**config.mk**
```make
export PLATFORM = sky130hd
export DESIGN_NAME = sxa_signaling_extract_access
export DESIGN_NICKNAME = d
export VERILOG_FILES = /design/src/sxa_pkg.sv /design/src/sxa_signaling_extract_access.sv
export SDC_FILE = /design/constraint.sdc
export NUM_CORES = 1
export LEC_CHECK = 0
export BUFFER_PORTS_ARGS = -buffer_cell sky130_fd_sc_hd__buf_2
export CAP_MARGIN = 15
export CORE_MARGIN = 4
export CORE_UTILIZATION = 58
export CTS_BUF_LIST = sky130_fd_sc_hd__clkbuf_8
export DETAILED_ROUTE_END_ITERATION = 10
export GPL_TIMING_DRIVEN = 1
export PLACE_DENSITY = 0.84
export REMOVE_ABC_BUFFERS = 1
export SKIP_CTS_REPAIR_TIMING = 1
export SLEW_MARGIN = 20
export SYNTH_ARGS = -nofsm -noshare
export SYNTH_HDL_FRONTEND = slang
export SYNTH_SLANG_ARGS = --single-unit
export TNS_END_PERCENT = 50
```
**constraint.sdc**
```tcl
create_clock -name core_clk_in -period 7.7 [get_ports core_clk_in]
set_input_delay 0.385 -clock core_clk_in [delete_from_list [all_inputs] [get_ports core_clk_in]]
set_output_delay 0.385 -clock core_clk_in [all_outputs]
set_load 0.1 [all_outputs]
```
**src/sxa_pkg.sv**
```systemverilog
// constants, field positions and types for the signaling extractor access block
package sxa_pkg;

	// ****************************************
	// register word indices (byte address is four times the index)
	// ****************************************
	localparam logic [7:0] SXA_IDX_MODE = 8'h4f;
	localparam logic [7:0] SXA_IDX_CFG = 8'h50;
	localparam logic [7:0] SXA_IDX_STAT = 8'h51;
	localparam logic [7:0] SXA_IDX_ACTL = 8'h52;
	localparam logic [7:0] SXA_IDX_DATA = 8'h53;

	// ****************************************
	// field positions and reset values
	// ****************************************
	localparam int SXA_MODE_E1_BIT = 0;
	localparam int SXA_CFG_VIEW_BIT = 6;
	localparam int SXA_CFG_SLOT_EN_BIT = 0;
	localparam int SXA_STAT_BUSY_BIT = 7;
	localparam int SXA_ACTL_RD_BIT = 7;
	localparam logic [7:0] SXA_MODE_RST = 8'h00;
	localparam logic [7:0] SXA_CFG_RST = 8'h00;
	localparam logic [7:0] SXA_DATA_RST = 8'h00;

	// ****************************************
	// indirect space segments
	// ****************************************
	localparam logic [6:0] SXA_IND_CUR = 7'h10;
	localparam logic [6:0] SXA_IND_DLY = 7'h20;
	localparam logic [6:0] SXA_IND_PSC = 7'h40;
	localparam logic [6:0] SXA_IND_END = 7'h60;
	localparam logic [4:0] SXA_T1_CHANS = 5'h18;
	localparam logic [4:0] SXA_E1_SIG_TS = 5'h10;

	// ****************************************
	// per-slot conditioning bits and masks
	// ****************************************
	localparam int SXA_PSC_INV_HI = 3;
	localparam int SXA_PSC_INV_LO = 2;
	localparam int SXA_PSC_POL = 1;
	localparam int SXA_PSC_DEB = 0;
	localparam logic [7:0] SXA_MASK_ALL = 8'hff;
	localparam logic [7:0] SXA_MASK_SIGN = 8'h80;
	localparam logic [7:0] SXA_MASK_MAG = 8'h7f;
	localparam logic [7:0] SXA_MASK_EVEN = 8'h55;
	localparam logic [7:0] SXA_MASK_ODD = 8'haa;

	typedef enum logic {
		SXA_IDLE = 1'b0,
		SXA_RUN = 1'b1
	} sxa_ind_e;

endpackage

```
**src/sxa_signaling_extract_access.sv**
```systemverilog
// register access, change flags and receive conditioning of the signaling extractor
//
// Local design decision: register access over APB.
`timescale 1ns/100ps
module sxa_signaling_extract_access
	import sxa_pkg::*;
#(
	parameter int ADDR_W = 12
) (
	// clock and reset
	input wire logic core_clk_in,
	input wire logic rstn_in,
	// apb slave
	input wire logic psel_in,
	input wire logic penable_in,
	input wire logic pwrite_in,
	input wire logic [ADDR_W-1:0] paddr_in,
	input wire logic [31:0] pwdata_in,
	output logic [31:0] prdata_out,
	output logic pready_out,
	output logic pslverr_out,
	// extracted signaling from the line side
	input wire logic sig_valid_in,
	input wire logic [4:0] sig_slot_in,
	input wire logic [3:0] sig_abcd_in,
	input wire logic mf_start_in,
	// receive pcm stream
	input wire logic pcm_valid_in,
	input wire logic [4:0] pcm_slot_in,
	input wire logic [7:0] pcm_data_in,
	input wire logic pcm_sigframe_in,
	input wire logic sign_invert_in,
	input wire logic mw_insert_in,
	input wire logic [7:0] mw_byte_in,
	input wire logic trunk_insert_in,
	input wire logic [7:0] trunk_byte_in,
	output logic pcm_valid_out,
	output logic [7:0] pcm_data_out
);

	initial begin
		if (ADDR_W < 10 || ADDR_W > 32) begin
			$error("ADDR_W must lie between 10 and 32");
		end
	end

	// ****************************************
	// state
	// ****************************************
	logic [7:0] mode_q, cfg_q, data_q, rdata;
	logic [6:0] iaddr_q;
	logic ird_q, pready_q, pslverr_q;
	logic [31:0] prdata_q;
	sxa_ind_e ist_q;
	logic [15:0] flags_q, set_v, clr_v;
	logic [3:0] cur_q [32];
	logic [3:0] prev_q [32];
	logic [3:0] stage_q [32];
	logic [3:0] dly_q [32];
	logic [3:0] psc_q [32];
	logic pcm_valid_q;
	logic [7:0] pcm_data_q;

	wire logic e1 = mode_q[SXA_MODE_E1_BIT];
	wire logic view = cfg_q[SXA_CFG_VIEW_BIT];
	wire logic slot_en = cfg_q[SXA_CFG_SLOT_EN_BIT];
	wire logic busy = (ist_q == SXA_RUN);

	// ****************************************
	// apb decode
	// ****************************************
	logic [ADDR_W-3:0] idx;
	logic hit_mode, hit_cfg, hit_stat, hit_actl, hit_data, mapped, done, wr_ok, start;
	assign idx = paddr_in[ADDR_W-1:2];
	assign hit_mode = (idx == (ADDR_W-2)'(SXA_IDX_MODE));
	assign hit_cfg = (idx == (ADDR_W-2)'(SXA_IDX_CFG));
	assign hit_stat = (idx == (ADDR_W-2)'(SXA_IDX_STAT));
	assign hit_actl = (idx == (ADDR_W-2)'(SXA_IDX_ACTL));
	assign hit_data = (idx == (ADDR_W-2)'(SXA_IDX_DATA));
	assign mapped = (paddr_in[1:0] == 2'h0)
		&& (hit_mode || hit_cfg || hit_stat || hit_actl || hit_data);
	// one wait state: the answer is registered, so every output comes from a flop
	assign start = psel_in && penable_in && !pready_q;
	assign done = psel_in && penable_in && pready_q;
	assign wr_ok = done && pwrite_in && mapped;
	always_comb begin
		rdata = 8'h00;
		if (hit_mode) begin
			rdata = mode_q;
		end else if (hit_cfg) begin
			rdata = view ? (8'h01 << SXA_CFG_VIEW_BIT) : cfg_q;
		end else if (hit_stat) begin
			rdata = view ? 8'h00 : ({7'h00, busy} << SXA_STAT_BUSY_BIT);
		end else if (hit_actl) begin
			rdata = view ? flags_q[15:8] : {ird_q, iaddr_q};
		end else if (hit_data) begin
			rdata = view ? flags_q[7:0] : data_q;
		end
	end
	always_ff @(posedge core_clk_in) begin
		if (!rstn_in) begin
			pready_q <= 1'b0;
			pslverr_q <= 1'b0;
			prdata_q <= 32'h0;
		end else begin
			pready_q <= start;
			pslverr_q <= start && !mapped;
			if (start) begin
				prdata_q <= (!pwrite_in && mapped) ? {24'h0, rdata} : 32'h0;
			end
		end
	end

	// ****************************************
	// direct registers
	// ****************************************
	always_ff @(posedge core_clk_in) begin
		if (!rstn_in) begin
			mode_q <= SXA_MODE_RST;
			cfg_q <= SXA_CFG_RST;
		end else if (wr_ok && hit_mode) begin
			mode_q <= pwdata_in[7:0];
		end else if (wr_ok && hit_cfg) begin
			if (view) begin
				cfg_q[SXA_CFG_VIEW_BIT] <= pwdata_in[SXA_CFG_VIEW_BIT];
			end else begin
				cfg_q <= pwdata_in[7:0];
			end
		end
	end

	// ****************************************
	// indirect access engine
	// ****************************************
	logic [7:0] ind_rdata;
	logic launch;
	logic [4:0] di;
	assign di = iaddr_q[4:0];
	// a launch while busy is dropped: the host is expected to poll busy first
	assign launch = wr_ok && hit_actl && !view && !busy;
	always_comb begin
		ind_rdata = 8'h00;
		if (iaddr_q >= SXA_IND_CUR && iaddr_q < SXA_IND_DLY) begin
			ind_rdata[7:4] = (e1 && di[3:0] == 4'h0) ? 4'h0 : cur_q[{1'b0, di[3:0]}];
			ind_rdata[3:0] = (e1 && di[3:0] == 4'h0) ? 4'h0 : cur_q[{1'b1, di[3:0]}];
		end else if (iaddr_q < SXA_IND_PSC) begin
			if (e1 ? (di[3:0] != 4'h0) : (di < SXA_T1_CHANS)) begin
				ind_rdata = {4'h0, dly_q[di]};
			end
		end else if (iaddr_q < SXA_IND_END) begin
			ind_rdata = {4'h0, psc_q[di]};
		end
	end
	always_ff @(posedge core_clk_in) begin
		if (!rstn_in) begin
			ist_q <= SXA_IDLE;
			iaddr_q <= 7'h00;
			ird_q <= 1'b0;
		end else begin
			case (ist_q)
				SXA_IDLE: begin
					if (launch) begin
						iaddr_q <= pwdata_in[6:0];
						ird_q <= pwdata_in[SXA_ACTL_RD_BIT];
						// the low segment holds direct registers, so nothing starts there
						ist_q <= (pwdata_in[6:0] >= SXA_IND_CUR) ? SXA_RUN : SXA_IDLE;
					end
				end
				SXA_RUN: begin
					ist_q <= SXA_IDLE;
				end
				default: begin
					ist_q <= SXA_IDLE;
				end
			endcase
		end
	end
	always_ff @(posedge core_clk_in) begin
		if (!rstn_in) begin
			data_q <= SXA_DATA_RST;
		end else if (busy && ird_q) begin
			data_q <= ind_rdata;
		end else if (wr_ok && hit_data && !view) begin
			data_q <= pwdata_in[7:0];
		end
	end
	always_ff @(posedge core_clk_in) begin
		if (!rstn_in) begin
			for (int i = 0; i < 32; i++) begin
				psc_q[i] <= 4'h0;
			end
		end else if (busy && !ird_q && iaddr_q >= SXA_IND_PSC && iaddr_q < SXA_IND_END) begin
			psc_q[di] <= data_q[3:0];
		end
	end

	// ****************************************
	// signaling capture, debounce and change flags
	// ****************************************
	logic [3:0] psc_s, raw, newv;
	logic slot_ok, changed;
	logic [5:0] fk;
	assign psc_s = slot_en ? psc_q[sig_slot_in] : 4'h0;
	assign raw = sig_abcd_in;
	assign slot_ok = e1 ? (sig_slot_in[3:0] != 4'h0) : (sig_slot_in < SXA_T1_CHANS);
	always_comb begin
		newv = raw;
		for (int b = 0; b < 4; b++) begin
			if (psc_s[SXA_PSC_DEB] && raw[b] != prev_q[sig_slot_in][b]) begin
				newv[b] = cur_q[sig_slot_in][b];
			end
		end
	end
	assign changed = sig_valid_in && slot_ok && (newv != cur_q[sig_slot_in]);
	always_comb begin
		set_v = 16'h0;
		if (e1) begin
			fk = (sig_slot_in < SXA_E1_SIG_TS) ? {1'b0, sig_slot_in} : {1'b0, sig_slot_in} - 6'd1;
		end else begin
			fk = {1'b0, sig_slot_in} + 6'd1;
		end
		if (changed && fk >= 6'd1 && fk <= 6'd16) begin
			set_v[4'(fk - 6'd1)] = 1'b1;
		end
	end

	// only the bits the host actually saw as set are cleared
	always_comb begin
		clr_v = 16'h0;
		if (done && !pwrite_in && mapped && view && hit_actl) begin
			clr_v[15:8] = prdata_q[7:0];
		end else if (done && !pwrite_in && mapped && view && hit_data) begin
			clr_v[7:0] = prdata_q[7:0];
		end
	end

	always_ff @(posedge core_clk_in) begin
		if (!rstn_in) begin
			flags_q <= 16'h0;
		end else begin
			flags_q <= (flags_q & ~clr_v) | set_v;
		end
	end

	always_ff @(posedge core_clk_in) begin
		if (!rstn_in) begin
			for (int i = 0; i < 32; i++) begin
				cur_q[i] <= 4'h0;
				prev_q[i] <= 4'h0;
			end
		end else if (sig_valid_in && slot_ok) begin
			prev_q[sig_slot_in] <= raw;
			cur_q[sig_slot_in] <= newv;
		end
	end

	// two-stage copy so the delayed view lags a whole multiframe
	always_ff @(posedge core_clk_in) begin
		if (!rstn_in) begin
			for (int i = 0; i < 32; i++) begin
				stage_q[i] <= 4'h0;
				dly_q[i] <= 4'h0;
			end
		end else if (mf_start_in) begin
			for (int i = 0; i < 32; i++) begin
				stage_q[i] <= cur_q[i];
				dly_q[i] <= stage_q[i];
			end
		end
	end

	// ****************************************
	// receive pcm conditioning
	// ****************************************
	logic [3:0] psc_p;
	logic [7:0] fixed, mask, pcm_d;
	logic fix_on;
	assign psc_p = slot_en ? psc_q[pcm_slot_in] : 4'h0;
	assign fix_on = !e1 && psc_p[SXA_PSC_INV_LO] && pcm_sigframe_in;

	always_comb begin
		fixed = pcm_data_in;
		if (fix_on) begin
			fixed[0] = psc_p[SXA_PSC_POL];
		end
		if (e1) begin
			case (psc_p[SXA_PSC_INV_HI:SXA_PSC_INV_LO])
				2'b01: mask = SXA_MASK_EVEN;
				2'b10: mask = SXA_MASK_ODD;
				2'b11: mask = SXA_MASK_ALL;
				default: mask = 8'h00;
			endcase
		end else begin
			case ({psc_p[SXA_PSC_INV_HI], sign_invert_in})
				2'b10: mask = SXA_MASK_ALL;
				2'b01: mask = SXA_MASK_SIGN;
				2'b11: mask = SXA_MASK_MAG;
				default: mask = 8'h00;
			endcase
		end
		if (mw_insert_in) begin
			pcm_d = mw_byte_in;
		end else if (trunk_insert_in) begin
			pcm_d = trunk_byte_in;
		end else begin
			pcm_d = fixed ^ mask;
		end
	end

	always_ff @(posedge core_clk_in) begin
		if (!rstn_in) begin
			pcm_valid_q <= 1'b0;
			pcm_data_q <= 8'h00;
		end else begin
			pcm_valid_q <= pcm_valid_in;
			if (pcm_valid_in) begin
				pcm_data_q <= pcm_d;
			end
		end
	end

	assign prdata_out = prdata_q;
	assign pready_out = pready_q;
	assign pslverr_out = pslverr_q;
	assign pcm_valid_out = pcm_valid_q;
	assign pcm_data_out = pcm_data_q;
endmodule // sxa_signaling_extract_access

```
==> flow_summary.toml <==
[synthesis]
ys_warn_count = 0
async_flop_share = 0
yosys.area.top_type = "edfxtp_1"
synth-edff-count = 640
synthTopCellsByArea = "edfxtp_1 (56%), mux4_2 (13%), and3_1 (6.1%)"
netlist_area_um2 = 34610
synthDominantCellAreaShare = 0.5553
yosysSeqAreaShare = 0.5975
yosysMostFrequentCell = "edfxtp_1"
synth_cell_types = 80
ys.flop_type = "edfxtp_1"
postSynthCellCount = 2567
synth_seq_cells = 713
syn_avg_cell_area_um2 = 13.48
synth_common_cells = "edfxtp_1 (640), and3_1 (339), nor2_1 (258), mux4_2 (196), nand2_1 (191)"

[sta]
maxSlewViolCount = 0
hold_viol_final = 0
worst_slew_pin_slew_ns = 1.174
postLayoutSetupSlackWorst_ns = 3.898
slew_headroom = 0.2144
tns_ns = 0
grt_setup_unrepaired = "no"
min_period_ns = 3.802
fmax_mhz = 263.0
min_period_over_period = 0.4938
skew_ns = 0.05433
finalSetupViolCount = 0

[place]
pre_cts_slack_ns = 3.283
dp_cells = 3227
place_hpwl_um = 56620
gp_congestion = 0.9246
io_buffers = 88

[power]
powerDensity_nw_per_um2 = 217.2
pwr-share-clk = 0.365
swShare = 0.2462
leakagePower_nw = 14.71
pwr-share-comb = 0.083
vdd_drop_max_uv = 127.2
power.internal_mw = 6.121
p_switching_mw = 1.999
seqPwrFrac = 0.553

[routing]
vias = 22820
first_pass_iters = 9
wirelength_um = 87480
avgRoutedWirePerCell_um = 25.42
drt-initial-drc-count = 3229
drtAntennaViolNets = 0
viasPerCell = 6.632
drc_errors = 0

[layout]
nNetsFinal = 2682
area_growth_pct = 8.029
drive_gt1_frac = 0.1884
final_cells = 3441

[clock_tree]
cts.sinks = 713
clock_path_buffers = 3
clk_pin_slew_ns = 0.06
htree_levels = 3
cts_buffers = 109
cts_tree = "done"
clk-insertion-delay-late_ns = 0.75
clock-root-buffer = "clkbuf_8"

[die]
rows = 89
die_h_um = 252.3
die_area_um2 = 63650
ioPinCount = 137
chipWidth_um = 252.3
core_um2 = 59020
start_util = 0.5865

[global_route]
top_usage_layer = "met2"
antenna_found_initial = 4
grt_overflow_total = 0
grt_pass1_wl_um = 129500
grt_pass1_vias = 21911
grt_use_met2 = 0.4236
grtUsageMet3 = 0.06431
gr-usage-met1 = 0.3484
grt_max_degree = 257
grt.total_usage = 0.2666

[worst_setup_path]
arrival_ns = 4.46
end_kind = "register"
startpoint_type = "primary input"
path_class = "in2reg"
critPathMaxFanout = 23
cp.required_ns = 8.36

[job]
maxCapViolations = 0

[status]
status = "complete, no violations"

[worst_hold_path]
worst_hold_path_type = "in2reg"
[through the flow]
stage / hold slack (ns) / instance area, um2 / total power [mW] / utilization
2_1_floorplan: 0.4357 / 33450 / 4.948 / -
3_3_place_gp: 0.4441 / 35190 / 5.177 / 0.5962
3_5_place_dp: 0.4533 / 35190 / 5.213 / 0.5962
4_1_cts: -0.09419 / 37210 / 8.109 / 0.6305
5_1_grt: 0.004143 / 37390 / 8.359 / 0.6335
6_report: 0.02622 / 37390 / 8.120 / 0.6335
[sequential cells by signal, indices dropped and copies added (netlist names), named ones only]
register,count
cur_q,128
flags_q,16
stage_q,128
pready_out,1
mode_q,8
dly_q,128
prev_q,128
ird_q,1
prdata_out,8
data_q,8
pslverr_out,1
pcm_valid_out,1
cfg_q,8
busy,1
psc_q,128
pcm_data_out,8
iaddr_q,7
[worst max-delay path: stages]
cell	delay (ns)
buf_2	0.67
mux4_2	0.62
mux4_2	0.54
a22o_1	0.33
ha_1	0.24
nor3_1	0.26
a21oi_1	0.17
xnor2_1	0.20
a211oi_1	0.38
dlygate4sd3_1	0.64
[cell type report]
type / count / area [um2]
fillers: 4103 / 21630
flip-flops and latches: 713 / 20690
multi-input cells: 1602 / 12740
clock buffers: 116 / 1597
well taps: 773 / 967.2
repair buffers: 141 / 910.9
clock inverters: 79 / 427.9
inverters: 14 / 52.55
diodes: 3 / 7.507
[power by group through the flow]
stage               combinational [mW]  clock, mW  sequential (mW)
floorplan                        0.374          0             4.57
global placement                 0.631          0             4.55
detailed placement               0.648          0             4.56
CTS                              0.651       2.97             4.49
global route                     0.703       3.16             4.50
finish                           0.673       2.96             4.49
[cells by family (layout without fill, tap and decap cells)]
logic type	Yosys count	after routing	synth area share
simple gates	1053	1053	0.1603
flops	713	713	0.5975
mux	293	293	0.1563
buf+inv	275	350	0.03770
compound gates	211	211	0.04197
xor+xnor	14	14	0.003543
fa+ha+maj	7	7	0.002530
other cells	1	27	0.0001083
[worst paths after layout]
check | start | end | slack [ns] | cells past startpoint
setup / recovery | pcm_slot_in[0] | pcm_data_out[2] | 3.90 | 10
hold / removal | pwdata_in[6] | iaddr_q[6] | 0.03 | 3
setup reg to reg | psc_q[23][3] | pcm_data_out[2] | 3.97 | 9
hold reg to reg | cfg_q[7] | cfg_q[7] | 0.47 | 2
[cells in the final DEF (no fill, tap or decap), types with 10 or more instances in the layout]
cell / instances
o22ai_1: 30
nand2b_1: 20
and2_1: 125
a22oi_1: 17
nor3_1: 17
a21oi_1: 49
nand3_1: 17
buf_2: 84
o21ai_0: 33
mux2i_1: 85
and3_1: 339
o32ai_1: 10
dlygate4sd3_1: 16
mux4_2: 196
xnor2_1: 11
mux2_2: 11
clkbuf_8: 117
a211oi_1: 12
nor2b_1: 15
dfxtp_1: 67
clkinv_1: 21
nor2_1: 255
edfxtp_1: 640
inv_1: 53
buf_4: 38
nand2_1: 191
conb_1: 24
[routing by layer]
layer / vias to the layer above / wire length (um)
met5: - / 12
met3: 330 / 10440
met2: 1672 / 42110
met4: 2 / 4734
met1: 11064 / 30180
li1: 9752 / -
(Power assumes the default switching activity.)
